## src/rtl/rio_defines.svh

```systemverilog
// Constants of the two-wire remote I/O link: offsets, fields, resets, times.
// Assumes a 40 MHz system clock; included by bare name.
`ifndef RIO_DEFINES_SVH
`define RIO_DEFINES_SVH

// ==========================================================================
// Clock and link timing
`define RIO_CLK_HZ         40000000
`define RIO_CLK_PER_US     (`RIO_CLK_HZ / 1000000)
`define RIO_BIT_TIME_US    1000
`define RIO_CYCLE_TIME_US  19200
`define RIO_TIMEOUT_US     31000
`define RIO_BIT_CYC        (`RIO_BIT_TIME_US * `RIO_CLK_PER_US)
`define RIO_CYCLE_CYC      (`RIO_CYCLE_TIME_US * `RIO_CLK_PER_US)
`define RIO_TIMEOUT_CYC    (`RIO_TIMEOUT_US * `RIO_CLK_PER_US)

// ==========================================================================
// Frame layout: start, 16 data LSB first, even parity, stop
`define RIO_DATA_BITS      16
`define RIO_RX_BITS        17
`define RIO_TX_BITS        19

// ==========================================================================
// Register byte offsets
`define RIO_ADDR_IN        8'h00
`define RIO_ADDR_OUT       8'h04
`define RIO_ADDR_CTRL      8'h08
`define RIO_ADDR_STAT      8'h0c
`define RIO_ADDR_MASK      8'h10
`define RIO_ADDR_LINK      8'h14

// ==========================================================================
// Fields and reset values
`define RIO_CTRL_MODE15    0
`define RIO_CTRL_TXEN      1
`define RIO_CTRL_RST       2'h2
`define RIO_EV_RX          0
`define RIO_EV_ERR         1
`define RIO_EV_TX          2
`define RIO_EV_RST         3'h0
`define RIO_ERR_BIT        15
`define RIO_RESP_OKAY      2'h0
`define RIO_RESP_SLVERR    2'h2

`endif

```

## src/rtl/rio_pkg.sv

```systemverilog
// Types shared by the remote I/O link modules.
// Assumes nothing beyond the defines header.
package rio_pkg;
  typedef logic [15:0] rio_word_t;
  typedef enum logic [1:0] {
    RIO_IDLE  = 2'b00,
    RIO_START = 2'b01,
    RIO_DATA  = 2'b11,
    RIO_STOP  = 2'b10
  } rio_line_e;
endpackage

```

## src/rtl/rio_rx_if.sv

```systemverilog
// Carrier from the frame receiver to the link core.
// Assumes one clock shared by both ends.
`timescale 1ns/10ps
`default_nettype none
interface rio_rx_if;
  import rio_pkg::*;
  logic      done;
  logic      ok;
  rio_word_t data;
  modport rx   (output done, output ok, output data);
  modport core (input done, input ok, input data);
endinterface
`default_nettype wire
```

## src/rtl/rio_link_top.sv

```systemverilog
// Two-wire remote I/O link unit: 16 input points and 16 output points.
// Assumes an AXI4-Lite master on ref_clk_in and remote terminals on the pins.
`timescale 1ns/10ps
`default_nettype none
`include "rio_defines.svh"
module rio_link_top #(
  parameter int unsigned BIT_CYC     = `RIO_BIT_CYC,
  parameter int unsigned CYCLE_CYC   = `RIO_CYCLE_CYC,
  parameter int unsigned TIMEOUT_CYC = `RIO_TIMEOUT_CYC
) (
  input  wire logic        ref_clk_in,
  input  wire logic        rst_b_in,
  input  wire logic        s_axi_awvalid_in,
  output logic             s_axi_awready_out,
  input  wire logic [7:0]  s_axi_awaddr_in,
  input  wire logic        s_axi_wvalid_in,
  output logic             s_axi_wready_out,
  input  wire logic [31:0] s_axi_wdata_in,
  input  wire logic [3:0]  s_axi_wstrb_in,
  output logic             s_axi_bvalid_out,
  input  wire logic        s_axi_bready_in,
  output logic [1:0]       s_axi_bresp_out,
  input  wire logic        s_axi_arvalid_in,
  output logic             s_axi_arready_out,
  input  wire logic [7:0]  s_axi_araddr_in,
  output logic             s_axi_rvalid_out,
  input  wire logic        s_axi_rready_in,
  output logic [31:0]      s_axi_rdata_out,
  output logic [1:0]       s_axi_rresp_out,
  input  wire logic        serial_line_terminal_rx_in,
  output logic             serial_line_terminal_tx_out,
  output logic             fault_out,
  output logic             irq_out
);
  import rio_pkg::*;

  function automatic logic mapped(input logic [7:0] a);
    mapped = (a == `RIO_ADDR_IN) || (a == `RIO_ADDR_OUT) ||
             (a == `RIO_ADDR_CTRL) || (a == `RIO_ADDR_STAT) ||
             (a == `RIO_ADDR_MASK) || (a == `RIO_ADDR_LINK);
  endfunction

  function automatic logic [31:0] merge(input logic [31:0] old_v,
                                        input logic [31:0] new_v,
                                        input logic [3:0]  strb);
    for (int i = 0; i < 4; i++) begin
      merge[i*8 +: 8] = strb[i] ? new_v[i*8 +: 8] : old_v[i*8 +: 8];
    end
  endfunction

  // ========================================================================
  // Line synchroniser and receiver
  logic sync1_q, sync2_q;
  always_ff @(posedge ref_clk_in or negedge rst_b_in) begin
    if (!rst_b_in) begin
      sync1_q <= 1'b1;
      sync2_q <= 1'b1;
    end else begin
      sync1_q <= serial_line_terminal_rx_in;
      sync2_q <= sync1_q;
    end
  end

  rio_rx_if rx_c ();
  rio_rx_frame #(.BIT_CYC(BIT_CYC)) u_rx (
    .ref_clk_in (ref_clk_in),
    .rst_b_in   (rst_b_in),
    .line_in    (sync2_q),
    .rx         (rx_c.rx)
  );

  // ========================================================================
  // Received data, error and frame timeout
  rio_word_t   data_q, data_d;
  logic        err_q, err_d;
  logic [31:0] tmo_q, tmo_d;
  logic        tmo_hit;

  always_comb begin
    data_d  = data_q;
    err_d   = err_q;
    tmo_hit = (tmo_q >= 32'(TIMEOUT_CYC - 1));
    tmo_d   = tmo_hit ? 32'h0 : tmo_q + 32'h1;
    if (rx_c.done) begin
      tmo_d = 32'h0;
      if (rx_c.ok) begin
        data_d = rx_c.data;
        err_d  = 1'b0;
      end else begin
        err_d = 1'b1;
      end
    end else if (tmo_hit) begin
      err_d = 1'b1;
    end
  end

  always_ff @(posedge ref_clk_in or negedge rst_b_in) begin
    if (!rst_b_in) begin
      data_q <= 16'h0;
      err_q  <= 1'b0;
      tmo_q  <= 32'h0;
    end else begin
      data_q <= data_d;
      err_q  <= err_d;
      tmo_q  <= tmo_d;
    end
  end

  // ========================================================================
  // Registers and interrupt
  logic [1:0]  ctrl_q, ctrl_d;
  rio_word_t   out_q, out_d;
  logic [2:0]  stat_q, stat_d, mask_q, mask_d, ev;
  logic        irq_q, irq_d, fault_q;
  logic        tx_load;
  rio_word_t   in_word;

  // bit 15 is input 15 or the error bit
  assign in_word = {ctrl_q[`RIO_CTRL_MODE15] ? err_q :
                                               data_q[15],
                    data_q[14:0]};

  logic        awr_q, awr_d, wr_q, wr_d, bv_q, bv_d;
  logic [1:0]  bresp_q, bresp_d, rresp_q, rresp_d;
  logic [7:0]  awa_q, awa_d;
  logic [31:0] wd_q, wd_d, rd_q, rd_d;
  logic [3:0]  ws_q, ws_d;
  logic        arr_q, arr_d, rv_q, rv_d;
  logic        do_wr;
  logic [31:0] wv;

  assign ev[`RIO_EV_RX]  = rx_c.done && rx_c.ok;
  assign ev[`RIO_EV_ERR] = err_d && !err_q;
  assign ev[`RIO_EV_TX]  = tx_load;

  always_comb begin
    awr_d   = awr_q;
    wr_d    = wr_q;
    bv_d    = bv_q;
    bresp_d = bresp_q;
    awa_d   = awa_q;
    wd_d    = wd_q;
    ws_d    = ws_q;
    arr_d   = arr_q;
    rv_d    = rv_q;
    rd_d    = rd_q;
    rresp_d = rresp_q;
    ctrl_d  = ctrl_q;
    out_d   = out_q;
    mask_d  = mask_q;
    stat_d  = stat_q;
    wv      = 32'h0;
    do_wr   = !awr_q && !wr_q && !bv_q;
    if (s_axi_awvalid_in && awr_q) begin
      awr_d = 1'b0;
      awa_d = s_axi_awaddr_in;
    end
    if (s_axi_wvalid_in && wr_q) begin
      wr_d = 1'b0;
      wd_d = s_axi_wdata_in;
      ws_d = s_axi_wstrb_in;
    end
    if (do_wr) begin
      bv_d    = 1'b1;
      bresp_d = mapped(awa_q) ? `RIO_RESP_OKAY : `RIO_RESP_SLVERR;
      if (awa_q == `RIO_ADDR_OUT) begin
        wv    = merge({16'h0, out_q}, wd_q, ws_q);
        out_d = wv[15:0];
      end else if (awa_q == `RIO_ADDR_CTRL) begin
        wv     = merge({30'h0, ctrl_q}, wd_q, ws_q);
        ctrl_d = wv[1:0];
      end else if (awa_q == `RIO_ADDR_STAT) begin
        wv     = merge(32'h0, wd_q, ws_q);
        stat_d = stat_q & ~wv[2:0];
      end else if (awa_q == `RIO_ADDR_MASK) begin
        wv     = merge({29'h0, mask_q}, wd_q, ws_q);
        mask_d = wv[2:0];
      end
    end
    stat_d = stat_d | ev;
    if (bv_q && s_axi_bready_in) begin
      bv_d  = 1'b0;
      awr_d = 1'b1;
      wr_d  = 1'b1;
    end
    if (s_axi_arvalid_in && arr_q) begin
      arr_d   = 1'b0;
      rv_d    = 1'b1;
      rresp_d = mapped(s_axi_araddr_in) ? `RIO_RESP_OKAY : `RIO_RESP_SLVERR;
      if (s_axi_araddr_in == `RIO_ADDR_IN) begin
        rd_d = {16'h0, in_word};
      end else if (s_axi_araddr_in == `RIO_ADDR_OUT) begin
        rd_d = {16'h0, out_q};
      end else if (s_axi_araddr_in == `RIO_ADDR_CTRL) begin
        rd_d = {30'h0, ctrl_q};
      end else if (s_axi_araddr_in == `RIO_ADDR_STAT) begin
        rd_d = {29'h0, stat_q};
      end else if (s_axi_araddr_in == `RIO_ADDR_MASK) begin
        rd_d = {29'h0, mask_q};
      end else if (s_axi_araddr_in == `RIO_ADDR_LINK) begin
        rd_d = {31'h0, err_q};
      end else begin
        rd_d = 32'h0;
      end
    end
    if (rv_q && s_axi_rready_in) begin
      rv_d  = 1'b0;
      arr_d = 1'b1;
    end
    irq_d = |(stat_q & mask_q);
  end

  always_ff @(posedge ref_clk_in or negedge rst_b_in) begin
    if (!rst_b_in) begin
      awr_q   <= 1'b1;
      wr_q    <= 1'b1;
      bv_q    <= 1'b0;
      bresp_q <= `RIO_RESP_OKAY;
      awa_q   <= 8'h0;
      wd_q    <= 32'h0;
      ws_q    <= 4'h0;
      arr_q   <= 1'b1;
      rv_q    <= 1'b0;
      rd_q    <= 32'h0;
      rresp_q <= `RIO_RESP_OKAY;
      ctrl_q  <= `RIO_CTRL_RST;
      out_q   <= 16'h0;
      stat_q  <= `RIO_EV_RST;
      mask_q  <= `RIO_EV_RST;
      irq_q   <= 1'b0;
      fault_q <= 1'b0;
    end else begin
      awr_q   <= awr_d;
      wr_q    <= wr_d;
      bv_q    <= bv_d;
      bresp_q <= bresp_d;
      awa_q   <= awa_d;
      wd_q    <= wd_d;
      ws_q    <= ws_d;
      arr_q   <= arr_d;
      rv_q    <= rv_d;
      rd_q    <= rd_d;
      rresp_q <= rresp_d;
      ctrl_q  <= ctrl_d;
      out_q   <= out_d;
      stat_q  <= stat_d;
      mask_q  <= mask_d;
      irq_q   <= irq_d;
      fault_q <= err_d;
    end
  end

  // ========================================================================
  // Transmitter to the remote output terminal, no error check on this path
  logic [31:0] per_q, per_d, bt_q, bt_d;
  logic [18:0] tsh_q, tsh_d;
  logic [4:0]  tn_q, tn_d;
  logic        tx_q, tx_d;

  always_comb begin
    per_d   = (per_q == 32'h0) ? 32'(CYCLE_CYC - 1) : per_q - 32'h1;
    tsh_d   = tsh_q;
    tn_d    = tn_q;
    bt_d    = bt_q;
    tx_load = (per_q == 32'h0) && ctrl_q[`RIO_CTRL_TXEN] && (tn_q == 5'h0);
    if (tx_load) begin
      // Fresh word each cycle, so a change held 19.2 ms is sent
      tsh_d = {1'b1, ^out_q, out_q, 1'b0};
      tn_d  = 5'(`RIO_TX_BITS);
      bt_d  = 32'h0;
    end else if (tn_q != 5'h0) begin
      if (bt_q == 32'(BIT_CYC - 1)) begin
        bt_d  = 32'h0;
        tsh_d = {1'b1, tsh_q[18:1]};
        tn_d  = tn_q - 5'h1;
      end else begin
        bt_d = bt_q + 32'h1;
      end
    end
    tx_d = (tn_d != 5'h0) ? tsh_d[0] : 1'b1;
  end

  always_ff @(posedge ref_clk_in or negedge rst_b_in) begin
    if (!rst_b_in) begin
      per_q <= 32'h0;
      bt_q  <= 32'h0;
      tsh_q <= 19'h7ffff;
      tn_q  <= 5'h0;
      tx_q  <= 1'b1;
    end else begin
      per_q <= per_d;
      bt_q  <= bt_d;
      tsh_q <= tsh_d;
      tn_q  <= tn_d;
      tx_q  <= tx_d;
    end
  end

  assign s_axi_awready_out           = awr_q;
  assign s_axi_wready_out            = wr_q;
  assign s_axi_bvalid_out            = bv_q;
  assign s_axi_bresp_out             = bresp_q;
  assign s_axi_arready_out           = arr_q;
  assign s_axi_rvalid_out            = rv_q;
  assign s_axi_rdata_out             = rd_q;
  assign s_axi_rresp_out             = rresp_q;
  assign serial_line_terminal_tx_out = tx_q;
  assign fault_out                   = fault_q;
  assign irq_out                     = irq_q;

  // ========================================================================
  // Checks
  property p_low_bits;
    @(posedge ref_clk_in) disable iff (!rst_b_in)
    (rx_c.done && rx_c.ok) |=> (data_q[14:0] == $past(rx_c.data[14:0]));
  endproperty
  a_low_bits: assert property (p_low_bits)
    else $error("input bits 0 to 14 not taken");

  property p_mode15;
    @(posedge ref_clk_in) disable iff (!rst_b_in)
    (s_axi_arvalid_in && arr_q && s_axi_araddr_in == `RIO_ADDR_IN &&
     ctrl_q[`RIO_CTRL_MODE15]) |=> (rd_q[15] == $past(err_q));
  endproperty
  a_mode15: assert property (p_mode15)
    else $error("bit 15 not error in upper mode");

  property p_mode16;
    @(posedge ref_clk_in) disable iff (!rst_b_in)
    (s_axi_arvalid_in && arr_q && s_axi_araddr_in == `RIO_ADDR_IN &&
     !ctrl_q[`RIO_CTRL_MODE15]) |=> (rd_q[15:0] == $past(data_q));
  endproperty
  a_mode16: assert property (p_mode16)
    else $error("input word wrong in lower mode");

  property p_fault;
    @(posedge ref_clk_in) disable iff (!rst_b_in)
    rx_c.done |=> ##1 (fault_q == !$past(rx_c.ok, 2));
  endproperty
  a_fault: assert property (p_fault)
    else $error("fault not following frame result");

  property p_hold;
    @(posedge ref_clk_in) disable iff (!rst_b_in)
    (rx_c.done && !rx_c.ok) |=> $stable(data_q);
  endproperty
  a_hold: assert property (p_hold)
    else $error("data changed on bad frame");

  property p_timeout;
    @(posedge ref_clk_in) disable iff (!rst_b_in)
    (tmo_q == 32'(TIMEOUT_CYC - 1) && !rx_c.done) |=> err_q && tmo_q == 32'h0;
  endproperty
  a_timeout: assert property (p_timeout)
    else $error("missing frame not flagged");

  property p_tx_word;
    @(posedge ref_clk_in) disable iff (!rst_b_in)
    tx_load |=> (tsh_q[16:1] == $past(out_q)) && tn_q == 5'(`RIO_TX_BITS)
            ##1 !tx_q;
  endproperty
  a_tx_word: assert property (p_tx_word)
    else $error("output frame not loaded");

  property p_period;
    @(posedge ref_clk_in) disable iff (!rst_b_in)
    (per_q == 32'h0) |=> (per_q == 32'(CYCLE_CYC - 1));
  endproperty
  a_period: assert property (p_period)
    else $error("cycle period wrong");

  property p_irq;
    @(posedge ref_clk_in) disable iff (!rst_b_in)
    (|(ev & mask_q)) |=> ##1 (irq_q || ($past(mask_q) != $past(mask_q, 2)));
  endproperty
  a_irq: assert property (p_irq)
    else $error("interrupt not raised");
endmodule // rio_link_top
`default_nettype wire

```

## src/rtl/rio_rx_frame.sv

```systemverilog
// Receiver of one frame from the remote input terminal.
// Assumes the line input is already synchronised to ref_clk_in.
`timescale 1ns/10ps
`default_nettype none
`include "rio_defines.svh"
module rio_rx_frame #(
  parameter int unsigned BIT_CYC = `RIO_BIT_CYC
) (
  input  wire logic ref_clk_in,
  input  wire logic rst_b_in,
  input  wire logic line_in,
  rio_rx_if.rx      rx
);
  import rio_pkg::*;

  rio_line_e   st_q, st_d;
  logic [31:0] cnt_q, cnt_d;
  logic [4:0]  idx_q, idx_d;
  logic [16:0] sh_q, sh_d;
  logic        done_q, done_d, ok_q, ok_d;
  rio_word_t   data_q, data_d;

  // ========================================================================
  // Frame sequencer
  always_comb begin
    st_d   = st_q;
    cnt_d  = cnt_q;
    idx_d  = idx_q;
    sh_d   = sh_q;
    done_d = 1'b0;
    ok_d   = ok_q;
    data_d = data_q;
    if (cnt_q != 32'h0) begin
      cnt_d = cnt_q - 32'h1;
    end
    case (st_q)
      RIO_IDLE: begin
        if (!line_in) begin
          st_d  = RIO_START;
          cnt_d = 32'(BIT_CYC / 2);
        end
      end
      RIO_START: begin
        if (cnt_q == 32'h0) begin
          st_d  = line_in ? RIO_IDLE : RIO_DATA;
          // Reload one short: the zero count itself takes a cycle
          cnt_d = 32'(BIT_CYC - 1);
          idx_d = 5'h0;
        end
      end
      RIO_DATA: begin
        if (cnt_q == 32'h0) begin
          sh_d  = {line_in, sh_q[16:1]};
          cnt_d = 32'(BIT_CYC - 1);
          idx_d = idx_q + 5'h1;
          if (idx_q == 5'(`RIO_RX_BITS - 1)) begin
            st_d = RIO_STOP;
          end
        end
      end
      RIO_STOP: begin
        if (cnt_q == 32'h0) begin
          done_d = 1'b1;
          ok_d   = line_in && !(^sh_q);
          data_d = sh_q[15:0];
          st_d   = RIO_IDLE;
        end
      end
      default: st_d = RIO_IDLE;
    endcase
  end

  always_ff @(posedge ref_clk_in or negedge rst_b_in) begin
    if (!rst_b_in) begin
      st_q   <= RIO_IDLE;
      cnt_q  <= 32'h0;
      idx_q  <= 5'h0;
      sh_q   <= 17'h0;
      done_q <= 1'b0;
      ok_q   <= 1'b0;
      data_q <= 16'h0;
    end else begin
      st_q   <= st_d;
      cnt_q  <= cnt_d;
      idx_q  <= idx_d;
      sh_q   <= sh_d;
      done_q <= done_d;
      ok_q   <= ok_d;
      data_q <= data_d;
    end
  end

  assign rx.done = done_q;
  assign rx.ok   = ok_q;
  assign rx.data = data_q;

  // ========================================================================
  // Checks
  property p_parity_stop;
    @(posedge ref_clk_in) disable iff (!rst_b_in)
    (st_q == RIO_STOP && cnt_q == 32'h0) |=>
      done_q && (ok_q == ($past(line_in) && !(^$past(sh_q))));
  endproperty
  a_parity_stop: assert property (p_parity_stop)
    else $error("frame check result wrong");
endmodule // rio_rx_frame
`default_nettype wire

```

## config.mk

```make
export PLATFORM = sky130hd
export DESIGN_NAME = rio_link_top
export DESIGN_NICKNAME = d
export VERILOG_FILES = /design/src/rtl/rio_pkg.sv /design/src/rtl/rio_rx_if.sv /design/src/rtl/rio_link_top.sv /design/src/rtl/rio_rx_frame.sv
export VERILOG_INCLUDE_DIRS = /design/src /design/src/rtl
export SDC_FILE = /design/constraint.sdc
export NUM_CORES = 1
export LEC_CHECK = 0
export BUFFER_PORTS_ARGS = -buffer_cell sky130_fd_sc_hd__buf_2
export CAP_MARGIN = 20
export CORE_AREA = 2 2 192 194
export DETAILED_ROUTE_END_ITERATION = 8
export DIE_AREA = 0 0 194 196
export PLACE_DENSITY = 0.58
export SLEW_MARGIN = 20
export SYNTH_ARGS = -nofsm -noshare
export SYNTH_HDL_FRONTEND = slang
export SYNTH_SLANG_ARGS = --single-unit
```

## constraint.sdc

```tcl
create_clock -name ref_clk_in -period 4.35 [get_ports ref_clk_in]
set_input_delay 0.435 -clock ref_clk_in [delete_from_list [all_inputs] [get_ports ref_clk_in]]
set_output_delay 0.435 -clock ref_clk_in [all_outputs]
set_load 0.05 [all_outputs]
```

# After elaboration in Yosys (flattened, before gate mapping)
# Index checks and enable logic that the tools add are counted.
[word_totals]
ram_bits = 0
romBits = 0
latch_bits = 0
ff_bits = 306
elab_cells = 182
memories = 0
out_inout_bits = 44
inputBits = 60
[classes]
n_eq_ne = 20
add_sub_neg = 6
mux = 56
n_bitwise = 7
n_lt_le_gt_ge = 1
n_mul = 0
reduce_logical = 57
shift = 0
div = 0
[ops]
columns = ["op", "n"]
rows = [
  ["$mux 32", 9],
  ["$add 32x1->32 const B", 2],
  ["$logic_not 32->1", 2],
  ["$pmux 32 s2", 1],
  ["$sub 32x1->32 const B", 2],
  ["$mux 19", 3],
  ["$eq 32x16->1 const B", 1],
  ["$eq 8x4->1 const B", 4],
  ["$eq 8x5->1 const B", 4],
  ["$ge 32x21->1 const B", 1],
  ["$mux 16", 2],
  ["$reduce_bool 32->1", 1],
  ["$mux 5", 5],
  ["$mux 3", 8],
  ["$mux 1", 18],
  ["$reduce_xor 17->1", 1],
  ["$eq 8x3->1 const B", 2],
  ["$logic_not 8->1", 2],
  ["$mux 2", 8],
  ["$reduce_xor 16->1", 1],
  ["$reduce_bool 2->1", 7],
  ["$logic_and 1x1->1", 12],
  ["$logic_or 1x1->1", 10],
  ["$pmux 5 s2", 1],
  ["23 further kinds", 40],
]

# Logic depth before layout (Yosys ltp)
# Gate-level depths: netlist of run 1.
[depth]
word_depth = 8
depth_mapped = 10
depth_no_buf = 8

# By module
# A second synthesis of run 1 with hierarchy kept.
[unflattened]
hier_cells = 1241
area_unflattened_um2 = 13534.2
[by_module_without_submodules]
columns = ["mod", "cells_per_inst", "seq_area_each_um2", "area_per_inst_um2", "n_inst"]
rows = [
  ["rio_link_top", 921, 5387.7, 9912.0, 1],
  ["rio_rx_frame", 320, 1851.8, 3622.2, 1],
]

# Least setup slack after synthesis of run 1
# No wires, ideal clock.
[synth_timing]
path_type = "reg2reg"
startpoint = "reg u_rx.cnt_q[29]"
endpoint = "reg u_rx.sh_q[10]"
required_time_ns = 4.225
setup_slack_ns = 1.824
path_stages_with_launch = 7
t_arrival_ns = 2.401
path_cell_list = "dfrtp_1 or4_1 or3_4 nor4_4 nand3_4 buf_6 mux2_4"
[synth_via]
elab_chain_len = 2
[synth_rtl]
columns = ["item", "line", "rtl"]
rows = [
  ["start: declaration", "rio_rx_frame.sv:17", "logic [31:0] cnt_q, cnt_d;"],
  ["start signal: assignment", "rio_rx_frame.sv:84", "cnt_q <= cnt_d;"],
  ["$logic_not 32->1", "rio_rx_frame.sv:52", "if (cnt_q == 32'h0) begin"],
  ["$reduce_and 2->1 (no source line)", "n/a", ""],
  ["end signal: assignment", "rio_rx_frame.sv:78", "sh_q <= 17'h0;"],
  ["end signal: assignment", "rio_rx_frame.sv:86", "sh_q <= sh_d;"],
  ["end: declaration", "rio_rx_frame.sv:19", "logic [16:0] sh_q, sh_d;"],
]
# Every way passes these cells.
# A chain may end at the register's enable or synchronous reset.

# Final worst setup path of run 1
[layout_timing]
startpoint = "reg bt_q[0]"
endpoint = "reg tx_q, in the netlist serial_line_terminal_tx_out"
[layout_via]
elab_chain_len = 6
word_cells_on_any_way = 9
cone_classes = "eq/ne (1); mux (7); reduce/logical (1)"
[layout_rtl]
columns = ["item", "line", "rtl"]
rows = [
  ["start: declaration", "rio_link_top.sv:255", "logic [31:0] per_q, per_d, bt_q, bt_d;"],
  ["start signal: assignment", "rio_link_top.sv:292", "bt_q <= bt_d;"],
  ["$eq 32x16->1", "rio_link_top.sv:272", "if (bt_q == 32'(BIT_CYC - 1)) begin"],
  ["$mux 5", "rio_link_top.sv:272", ""],
  ["$mux 5", "rio_link_top.sv:271", "end else if (tn_q != 5'h0) begin"],
  ["$mux 5", "rio_link_top.sv:266", "if (tx_load) begin"],
  ["via tn_d[2]", "rio_link_top.sv:257", "logic [4:0] tn_q, tn_d;"],
  ["$reduce_bool 5->1", "rio_link_top.sv:280", "tx_d = (tn_d != 5'h0) ? tsh_d[0] : 1'b1;"],
  ["$mux 1", "rio_link_top.sv:280", ""],
  ["via tx_d", "rio_link_top.sv:258", "logic tx_q, tx_d;"],
  ["end signal: assignment", "rio_link_top.sv:295", "tx_q <= tx_d;"],
  ["end: declaration", "rio_link_top.sv:258", ""],
]
# The timed path passes the listed nets, and every way through them passes these cells. The select of a mux whose other input is x is not followed.

==> results of run 1 <==
==> sequential cells by signal, indices dropped and copies added (netlist names), 2 cells and up <==
register,flops
u_rx.sh_q,17
awa_q,8
u_rx.cnt_q,32
out_q,16
data_q,16
u_rx.st_q,2
tsh_q,19
bt_q,32
wd_q,16
tn_q,5
ws_q,2
stat_q,3
mask_q,3
u_rx.idx_q,5
u_rx.rx.data,16
s_axi_rdata_out,16
tmo_q,32
ctrl_q,2
per_q,32
==> cells by family after synthesis <==
kind of cell | Yosys count
AOI/OAI and AO/OA | 185
xor gates and xnor gates | 92
adders and majority gates | 9
buffers and inverters | 103
DFF | 288
muxes | 91
other | 1
and+or+nand+nor | 523
==> how the worst min path moves through the flow <==
stage / start / to / cells after the start
floorplan: rst_b_in / awa_q[0]$_DFFE_PN0P_ / 0
global placement: sync1_q$_DFF_PN1_ / sync2_q$_DFF_PN1_ / 0
detailed placement: sync1_q$_DFF_PN1_ / sync2_q$_DFF_PN1_ / 0
CTS: serial_line_terminal_rx_in / sync1_q$_DFF_PN1_ / 1
global route: serial_line_terminal_rx_in / sync1_q$_DFF_PN1_ / 1
finish: rst_b_in / awa_q[1]$_DFFE_PN0P_ / 1
==> area by class of cell <==
| cell class | count | area share |
|---|---|---|
| sequential | 288 | 0.466 |
| multi-input combinational | 929 | 0.378 |
| clock buffer | 50 | 0.0663 |
| tap | 468 | 0.0377 |
| timing repair buffer | 86 | 0.0330 |
| clock inverter | 12 | 0.0102 |
| inverter | 35 | 0.00845 |
| antenna | 2 | 0.000322 |
==> cell usage in the layout (no fill, tap or decap), types with 5 or more instances in the layout <==
cell type,instances
nor3_1,47
or3_1,20
dfstp_2,26
nand2_1,184
o41ai_1,6
or4_1,6
a21oi_1,30
nor4_1,33
mux2i_1,8
mux2_2,74
a22o_1,5
o21ai_1,10
nand4_1,21
dfrtp_1,262
clkbuf_8,12
conb_1,29
a21o_1,7
o31ai_1,12
clkbuf_16,34
and3_1,15
ha_1,9
nor2_1,100
nand2b_1,5
a211oi_1,8
inv_1,35
o21ai_0,60
nand3_1,47
xnor2_1,60
buf_4,17
nor2b_1,5
and4_1,6
buf_2,66
mux2_4,9
a22oi_1,31
xor2_1,31
==> layer usage <==
metal / wire length, um / up-vias
met5: 12 / -
met4: 764 / 2
met3: 1100 / 53
met2: 13200 / 132
met1: 13600 / 4692
li1: - / 4677
==> power breakdown <==
part           switching, mW  total [mW]  internal (mW)
Sequential             0.158        3.03           2.88
Combinational          0.358       0.618          0.260
Clock                   1.14        2.97           1.83
==> metrics by stage <==
step | cells | total power, mW | hold slack [ns] | cell area (um2)
3_3_place_gp | 1806 | 3.70 | 0.346 | 14300
2_1_floorplan | 1320 | 3.48 | 0.139 | 13500
5_1_grt | 1868 | 6.91 | 0.0102 | 15500
4_1_cts | 1868 | 6.71 | 0.0144 | 15500
6_report | 1870 | 6.62 | -0.0188 | 15500
3_5_place_dp | 1806 | 3.71 | 0.354 | 14300
==> metrics.yaml, run 1 <==
routing:
  wire_per_inst_um: 15.3
  viasPerCell: 5.11
  drt_pre_antenna_iters: 5
  drt_iter0_drc: 578
  num_vias: 9556
  wl_um: 28600
  drcViolationCount: 0
  ant_nets: 0
global_routing:
  gr-usage-met3: 0.0289
  grt_usage: 0.153
  grtUsageMet1: 0.205
  grtUsageMet2: 0.250
  grt_pass1_wl_um: 48400
  antenna_found_initial: 3
  grt_pass1_vias: 9455
  grt_overflow: 0
  grt_max_degree: 102
  busiest_layer: "met2"
critical_path:
  cp.arrival_ns: 3.34
  reg2reg_slack_ns: 1.42
  critical_path_buf_inv_count: 0
  reg2regPathDepth: 7
  required_ns: 4.76
  crit_chain: "ha_1, and3_1, nand3_1, nor4_1, mux2_2, or4b_1, o31ai_1"
  crit_cells: 7
  criticalPathCategory: "reg -> reg"
  reg2reg_from: "bt_q[0]$_DFFE_PN0P_"
  crit_slowest_cell: "nor4_1"
  slowest_delay_ns: 0.48
  r2r_end: "serial_line_terminal_tx_out$_DFF_PN1_"
  critPathLaunch: "bt_q[0]$_DFFE_PN0P_"
  path_max_fanout: 14
  cp-end-kind: "register"
  worst_setup_path_start_kind: "register"
  critical_path.endpoint: "serial_line_terminal_tx_out$_DFF_PN1_"
  crit_family: "simple AND/OR/NAND/NOR gates"
placed_design:
  gp_congestion: 0.763
  preCtsSetupSlack_ns: 1.41
  hpwl_um: 19000
  port_buffers: 67
cts:
  root_buffer: "clkbuf_16"
  clk_pin_slew_ns: 0.06
  cts_tree: "yes"
  postCtsResizedCells: 0
  cts_buffers: 34
  cts_sinks: 288
  cts_buffer_depth: 3
  postCtsHoldBufs: 0
  htree_levels: 2
  clock_latency_ns: 0.51
  post_cts.repair.setup_buffers: 0
power:
  p_per_area_nw_per_um2: 426
  p_leak_nw: 6.98
  ir_drop_mv: 0.395
min_path:
  hold_path.class: "in -> async"
logic_synthesis:
  yosys-top-cells-area: "dfrtp_1, mux2_2, nand2_1"
  ys_seq_elements: 288
  synthDistinctLibCells: 67
  syn_area_um2: 13400
  synthAdderAreaFrac: 0.00838
  ys_seq_area_frac: 0.539
  synth_top_family_by_area: "simple AND/OR/NAND/NOR gates"
  yosysMostFrequentCell: "dfrtp_1"
  synthCells: 1292
  ys.warnings.count: 0
  async_flop_share: 1.00
  synth_mux_area_frac: 0.0780
  synth_top_area_cell: "dfrtp_1"
  netlist_top_cells_count: "dfrtp_1, nand2_1, nor2_1"
  synth_edf_count: 0
  synth.avg_cell_area_um2: 10.4
  synth_xor_area_frac: 0.0610
  synth_compound_area_frac: 0.0872
  synthFlopType: "dfrtp_1"
  yosys.area.top_type_share: 0.488
  synth_simple_gate_area_frac: 0.191
sta:
  setup_slack_ns: 1.42
  max_slew_margin: 0.324
  skew_ns: 0.0166
  rsz0062_at_grt: "false"
  setup_viol: 0
  holdWs_ns: -0.0188
  period_needed_ns: 2.93
  tightest_slew_ns: 1.01
  hold_viol_final: 30
  fin_crit_sh: 0.674
  slew_violations: 0
  fmax_ghz: 0.341
  tns_ns: 0
cells_and_area:
  final.fill_count: 3437
  multiInputGateArea_um2: 5880
  nNetsFinal: 1443
  final_core_util: 0.431
  area_growth_pct: 15.7
  seq_area_um2: 7240
  drive_above_1_share: 0.199
die:
  num_rows: 70
  initial_core_util: 0.372
  fp.dieH_um: 196
  core_area_um2: 36100
  die_w_um: 194
  io_pins: 104
  die-area_um2: 38000
status:
  run_status: "finished, violations left"
  violations: "hold timing"
run:
  maxCapViolCount: 0
(Power assumes the default switching activity.)
==> inputs of run 2 (changes only) <==
--- a/config.mk
+++ b/config.mk
@@ -6,11 +6,12 @@
 export SDC_FILE = /design/constraint.sdc
 export NUM_CORES = 1
 export LEC_CHECK = 0
+export ABC_AREA = 1
 export BUFFER_PORTS_ARGS = -buffer_cell sky130_fd_sc_hd__buf_2
 export CAP_MARGIN = 20
-export CORE_AREA = 2 2 192 194
+export CORE_AREA = 2 2 201 203
 export DETAILED_ROUTE_END_ITERATION = 8
-export DIE_AREA = 0 0 194 196
+export DIE_AREA = 0 0 203 205
 export PLACE_DENSITY = 0.58
 export SLEW_MARGIN = 20
 export SYNTH_ARGS = -nofsm -noshare
==> constraint.sdc (replaced) <==
create_clock -name ref_clk_in -period 2.7 [get_ports ref_clk_in]
set_input_delay 0.27 -clock ref_clk_in [delete_from_list [all_inputs] [get_ports ref_clk_in]]
set_output_delay 0.27 -clock ref_clk_in [all_outputs]
set_load 0.05 [all_outputs]
==> metrics.yaml, run 2 <==
cts:
  postCtsResizedCells: 0  # unchanged
  clock_latency_ns: 0.53  # +0.02 ns
  clk_pin_slew_ns: 0.06  # about the same
  cts_buffers: 34  # unchanged
  root_buffer: "clkbuf_16"
  htree_levels: 2  # unchanged
  cts_tree: "yes"
  cts_buffer_depth: 3  # unchanged
  cts_sinks: 288  # unchanged
cells_and_area:
  layout_commonest_cell: "nand2_1"
  final.fill_count: 3902  # +14%
  final_cell_area_um2: 17200  # +11%
  drive_above_1_share: 0.154  # -0.0449
  final_cell_mix: "nand2_1, dfrtp_1, nor2_1"
  nNetsFinal: 1950  # +35%
  antennaDiodeCount: 0  # -2
  area_growth_pct: 16.5
critical_path:
  criticalPathCategory: "reg -> reg"
  reg2reg_from: "per_q[9]$_DFF_PN0_"
  cp-end-kind: "register"
  worst_setup_path_start_kind: "register"
  path_max_fanout: 35  # +21
  reg2regPathDepth: 9  # +2
  critPathLaunch: "per_q[9]$_DFF_PN0_"
  cp.arrival_ns: 2.56  # -0.78 ns
  reg2reg_slack_ns: 0.57  # -0.85 ns
  required_ns: 3.13  # -1.63 ns
  r2r_end: "bt_q[31]$_DFFE_PN0P_"
power:
  clkPwrFrac: 0.422  # -0.026
  switching_power_mw: 3.32  # +100%
  internal_power_mw: 8.11  # +63%
  ir_drop_mv: 0.412  # +4.4%
  p_per_area_nw_per_um2: 665  # +56%
  p_leak_nw: 7.72  # +11%
  sw_frac_of_total: 0.291  # +0.0410
  p_seq_frac: 0.437  # -0.021
  power_frac_comb: 0.142  # +0.049
logic_synthesis:
  ys.warnings.count: 0  # unchanged
  synthFlopType: "dfrtp_1"
  synthDistinctLibCells: 58  # -13%
  synthCells: 1759  # +36%
  yosys.area.top_type_share: 0.444  # -0.0436
  synth_top_area_cell: "dfrtp_1"
  syn_area_um2: 14800  # +9.8%
  synth_edf_count: 0  # unchanged
  ys_seq_elements: 288  # unchanged
  ys_seq_area_frac: 0.491  # -0.0481
  synth.avg_cell_area_um2: 8.39  # -19%
  async_flop_share: 1.00  # unchanged
  yosysMostFrequentCell: "nand2_1"
  yosys-top-cells-area: "dfrtp_1, nand2_1, nor2_1"
  netlist_top_cells_count: "nand2_1, dfrtp_1, nor2_1"
placed_design:
  hpwl_um: 25900  # +36%
  gp_congestion: 0.893  # +17%
  port_buffers: 67  # unchanged
  place_area_um2: 15700  # +9.4%
routing:
  num_vias: 11867  # +24%
  viasPerCell: 4.88  # -4.5%
  wl_um: 35800  # +25%
  drcViolationCount: 0  # unchanged
  ant_nets: 0  # unchanged
  drt_pre_antenna_iters: 5  # unchanged
  drt_iter0_drc: 684  # +18%
  wire_per_inst_um: 14.7  # -3.9%
sta:
  rsz0062_at_grt: "false"
  tightest_slew_ns: 0.799  # -0.213 ns
  period_needed_ns: 2.13  # -0.800 ns
  max_slew_margin: 0.466  # +0.142
  hold_viol_final: 0  # -100%
  slew_violations: 0  # unchanged
  fmax_ghz: 0.469  # +37%
  tns_ns: 0  # unchanged
  skew_ns: 0.0188  # +0.00225 ns
  setup_viol: 0  # unchanged
  fin_crit_sh: 0.790  # +0.116
die:
  io_pins: 104  # unchanged
  num_rows: 73  # +4.3%
  core_area_um2: 39400  # +9.1%
  fp.dieH_um: 205  # +4.6%
  die-area_um2: 41600  # +9.4%
  die_w_um: 203  # +4.6%
  initial_core_util: 0.375  # +0.00243
min_path:
  whs_endpoint: "s_axi_wready_out$_DFFE_PN1P_"
  hold_depth: 3
  min_from: "s_axi_bready_in"
  hold_path.class: "in -> reg"
global_routing:
  grt_overflow: 0  # unchanged
  grt_usage: 0.178  # +0.0251
  grt_pass1_vias: 11646  # +23%
  antenna_found_initial: 0  # -3
  grt_max_degree: 78  # -24%
  grt_pass1_wl_um: 59800  # +24%
status:
  run_status: "finished clean"
run:
  maxCapViolCount: 0  # unchanged
## run 2: changes by cell type after synthesis, moves of 22 or more
| cell | previous run | this run |
|---|---|---|
| nand3_1 | 47 | 79 |
| xnor2_1 | 60 | 34 |
| mux2_2 | 74 | 27 |
| nand2_1 | 185 | 377 |
| a22oi_1 | 31 | 0 |
| clkbuf_1 | 43 | 12 |
| inv_1 | 35 | 176 |
| nand4_1 | 21 | 43 |
| o21ai_1 | 10 | 48 |
| a21oi_1 | 30 | 72 |
| nor4_1 | 35 | 6 |
| nor2_1 | 101 | 229 |
## run 2: per-stage QoR
stage | hold slack, ns | power (mW) | cells | utilization | worst slack [ns]
6_report | 0.0228 | 11.4 | 2432 | 0.436 | 0.566
5_1_grt | 0.0431 | 12.0 | 2432 | 0.436 | 0.342
4_1_cts | 0.00822 | 11.6 | 2431 | 0.436 | 0.573
3_5_place_dp | 0.334 | 6.66 | 2341 | 0.399 | 0.593
3_3_place_gp | 0.338 | 6.64 | 2341 | 0.399 | 0.609
2_1_floorplan | -0.0256 | 6.10 | 1787 | - | 0.832
## run 2: worst max path at each step
| stage | end | slack (ns) | cells past startpoint |
|---|---|---|---|
| final | bt_q[31]$_DFFE_PN0P_ | 0.57 | 9 |
| after global routing | bt_q[31]$_DFFE_PN0P_ | 0.34 | 10 |
| after CTS | bt_q[31]$_DFFE_PN0P_ | 0.57 | 8 |
| after detailed placement | bt_q[31]$_DFFE_PN0P_ | 0.59 | 9 |
| after global placement | bt_q[31]$_DFFE_PN0P_ | 0.61 | 9 |
| after floorplan | u_rx.cnt_q[0]$_DFF_PN0_ | 0.83 | 13 |
## run 2: kinds of logic after synthesis
group,count (synthesis),share of synthesized area
DFF,288,0.491
AOI/OAI and AO/OA,245,0.0978
other,1,0.000254
muxes,27,0.0206
adders and majority gates,9,0.00763
xor gates and xnor gates,80,0.0475
buffers and inverters,254,0.0729
and+or+nand+nor,855,0.263
## run 2: layer usage
layer | up-vias | global-route usage | share of wire
met5 | - | 0 | 0
met4 | 0 | 0.0381 | 0.013
met3 | 39 | 0.0267 | 0.041
met2 | 195 | 0.292 | 0.47
met1 | 5680 | 0.250 | 0.48
li1 | 5953 | - | -
## run 2: power by group through the flow
stage | logic, mW | registers (mW) | clock network (mW)
after floorplan | 0.626 | 5.48 | 0
after global placement | 1.58 | 5.06 | 0
after detailed placement | 1.59 | 5.07 | 0
after CTS | 1.64 | 4.99 | 4.95
after global routing | 1.79 | 5.03 | 5.14
final | 1.62 | 4.99 | 4.82
## run 2: timing repair
action | CTS | global route
hold buffers | 28 | 1
endpoints found under the hold margin | 94 | 1
endpoints found under the setup margin | 0 | 0
buffers inserted | 0 | 0
## run 2: cell type report
class                           count  area, um2  area share
Inverter                          201        759      0.0442
Multi-Input combinational cell   1245       6540       0.381
Tap cell                          525        657      0.0382
Timing Repair Buffer              111        786      0.0457
Sequential cell                   288       7240       0.421
Clock inverter                     12        183      0.0106
Clock buffer                       50       1010      0.0590
## run 2: critical path, cell delays in order, from the launching register on
cell     delay (ns)
dfrtp_1        0.41
nor2_2         0.21
nand2_1        0.09
nor2_2         0.20
nand2_2        0.11
inv_2          0.08
nand3_2        0.09
nand2_4        0.34
inv_2          0.21
o31ai_1        0.29
==> inputs of run 3 (changes only) <==
==> constraint.sdc (replaced) <==
create_clock -name ref_clk_in -period 2 [get_ports ref_clk_in]
set_input_delay 0.2 -clock ref_clk_in [delete_from_list [all_inputs] [get_ports ref_clk_in]]
set_output_delay 0.2 -clock ref_clk_in [all_outputs]
set_load 0.05 [all_outputs]
==> metrics.yaml, run 3 (synthesized netlist as in run 2, its figures left out) <==
status:
  run_status: "finished clean"
cells_and_area:
  final.fill_count: 3850  # -1.3%
  final_cell_mix: "nand2_1, dfrtp_1, nor2_1"
  drive_above_1_share: 0.192  # +0.0381
  layout_commonest_cell: "nand2_1"
  final_core_util: 0.453  # +0.0168
  antennaDiodeCount: 0  # unchanged
  nNetsFinal: 2009  # +3.0%
  area_growth_pct: 20.9
routing:
  drt_iter0_drc: 709  # +3.7%
  num_vias: 12002  # +1.1%
  wl_met3_um: 1190  # -19%
  wl_um: 36600  # +2.4%
  wire_per_inst_um: 14.7  # about the same
  ant_nets: 0  # unchanged
  wl_met2_um: 17100  # +1.5%
  viasPerCell: 4.82  # -1.3%
  drcViolationCount: 0  # unchanged
  wl_met1_um: 17500  # +2.9%
  drt_pre_antenna_iters: 7  # +2
  highest_layer: "met4"
critical_path:
  crit_chain: "inv_2, ha_2, buf_4, nand2_1, inv_2, nand4_4, nor2_8, nand2_4, nand2_1, o21ai_1"
  crit_slowest_cell: "dfrtp_1"
  cp.arrival_ns: 2.28  # -0.28 ns
  slowest_delay_ns: 0.39  # -0.02 ns
  reg2reg_from: "u_rx.cnt_q[0]$_DFF_PN0_"
  criticalPathCategory: "reg -> reg"
  r2r_end: "u_rx.sh_q[6]$_DFFE_PN0P_"
  reg2regPathDepth: 10  # +1
  path_max_fanout: 34  # -2.9%
  critPathLaunch: "u_rx.cnt_q[0]$_DFF_PN0_"
  cp-end-kind: "register"
  required_ns: 2.41  # -0.72 ns
  worst_setup_path_start_kind: "register"
  reg2reg_slack_ns: 0.13  # -0.44 ns
  critical_path.endpoint: "u_rx.sh_q[6]$_DFFE_PN0P_"
global_routing:
  antenna_found_initial: 0  # unchanged
  grt_overflow: 0  # unchanged
  grt_usage: 0.179  # +0.00149
  grt_max_degree: 69  # -12%
  grt_pass1_wl_um: 60600  # +1.4%
  grt_pass1_vias: 11852  # +1.8%
placed_design:
  port_buffers: 67  # unchanged
  hpwl_um: 26900  # +4.1%
  gp_congestion: 0.901  # +0.85%
die:
  die_w_um: 203  # unchanged
  core_area_um2: 39400  # unchanged
  die-area_um2: 41600  # unchanged
  io_pins: 104  # unchanged
  num_rows: 73  # unchanged
  fp.dieH_um: 205  # unchanged
  initial_core_util: 0.375  # unchanged
cts:
  cts_buffer_depth: 3  # unchanged
  clock_latency_ns: 0.54  # about the same
  cts_tree: "yes"
  root_buffer: "clkbuf_16"
  clk_pin_slew_ns: 0.06  # about the same
  cts_buffers: 35  # +2.9%
  htree_levels: 2  # unchanged
  cts_sinks: 288  # unchanged
power:
  p_per_area_nw_per_um2: 885  # +33%
  switching_power_mw: 4.56  # +37%
  sw_frac_of_total: 0.289  # -0.00197
  p_seq_frac: 0.426  # -0.011
  internal_power_mw: 11.2  # +39%
  ir_drop_mv: 0.634  # +54%
  clkPwrFrac: 0.432  # +0.010
  power_frac_comb: 0.142  # about the same
  p_leak_nw: 8.08  # +4.7%
  power_mw: 15.8  # +38%
run:
  maxCapViolCount: 0  # unchanged
sta:
  skew_ns: 0.0237  # +0.00487 ns
  hold_viol_final: 0  # unchanged
  fin_crit_sh: 0.935  # +0.145
  tightest_slew_ns: 0.655  # -0.144 ns
  setup_viol: 0  # unchanged
  fmax_ghz: 0.535  # +14%
  rsz0062_at_grt: "true"
  period_needed_ns: 1.87  # -0.264 ns
  slew_violations: 0  # unchanged
  max_slew_margin: 0.562  # +0.0960
min_path:
  hold_path.class: "in -> reg"
[run 3: how the worst min path moves through the flow]
stage	end	cells past startpoint	startpoint	slack, ns
2_1_floorplan	awa_q[0]$_DFFE_PN0P_	0	rst_b_in	-0.1
3_3_place_gp	per_q[6]$_DFF_PN0_	1	rst_b_in	0.15
3_5_place_dp	per_q[6]$_DFF_PN0_	1	rst_b_in	0.16
4_1_cts	s_axi_rresp_out[1]$_DFFE_PN0P_	4	s_axi_araddr_in[4]	0.11
5_1_grt	s_axi_rresp_out[1]$_DFFE_PN0P_	4	s_axi_araddr_in[4]	0.15
6_report	s_axi_rresp_out[1]$_DFFE_PN0P_	4	s_axi_araddr_in[4]	0.13
[run 3: power by group through the flow]
stage               clock network, mW  registers (mW)  logic, mW
floorplan                           0            7.39      0.845
global placement                    0            6.81       2.15
detailed placement                  0            6.83       2.18
CTS                              7.00            6.73       2.27
global route                     7.21            6.78       2.45
finish                           6.83            6.72       2.24
[run 3: layout make-up]
type	count	area (um2)	share of cell area
Clock buffer	51	1060	0.0592
Clock inverter	12	198	0.0111
Inverter	201	762	0.0427
Multi-Input combinational cell	1245	6650	0.372
Sequential cell	288	7240	0.406
Tap cell	525	657	0.0368
Timing Repair Buffer	169	1280	0.0720
[run 3: critical path: cells and delay by family, from the launching register on]
family | cells | cell delay (ns)
simple gates | 5 | 0.73
flops | 1 | 0.39
compound gates | 1 | 0.08
fa+ha+maj | 1 | 0.18
buf+inv | 3 | 0.37
[run 3: per-layer routing]
metal  track usage  vias to the layer above
li1              -                     6050
met1         0.247                     5724
met2         0.294                      172
met3        0.0247                       56
met4        0.0527                        0
met5             0                        -
[run 3: repair_timing]
| action | in CTS | in global routing |
|---|---|---|
| buffers inserted | 0 | 1 |
| resized for setup | 0 | 35 |
| endpoints found under the setup margin | 0 | 67 |
| hold endpoints to repair | 145 | 0 |
| hold buffers | 36 | 0 |
[run 3: per-stage QoR]
stage | instance area [um2] | setup WS [ns] | setup TNS, ns | hold slack, ns | std cells
after floorplan | 14900 | 0.132 | 0 | -0.0956 | 1787
after global placement | 16100 | 0.0960 | 0 | 0.152 | 2391
after detailed placement | 16100 | 0.0705 | 0 | 0.156 | 2391
after CTS | 17700 | 0.0534 | 0 | 0.110 | 2490
after global routing | 17800 | -0.0144 | -0.0144 | 0.150 | 2491
final | 17800 | 0.130 | 0 | 0.132 | 2491
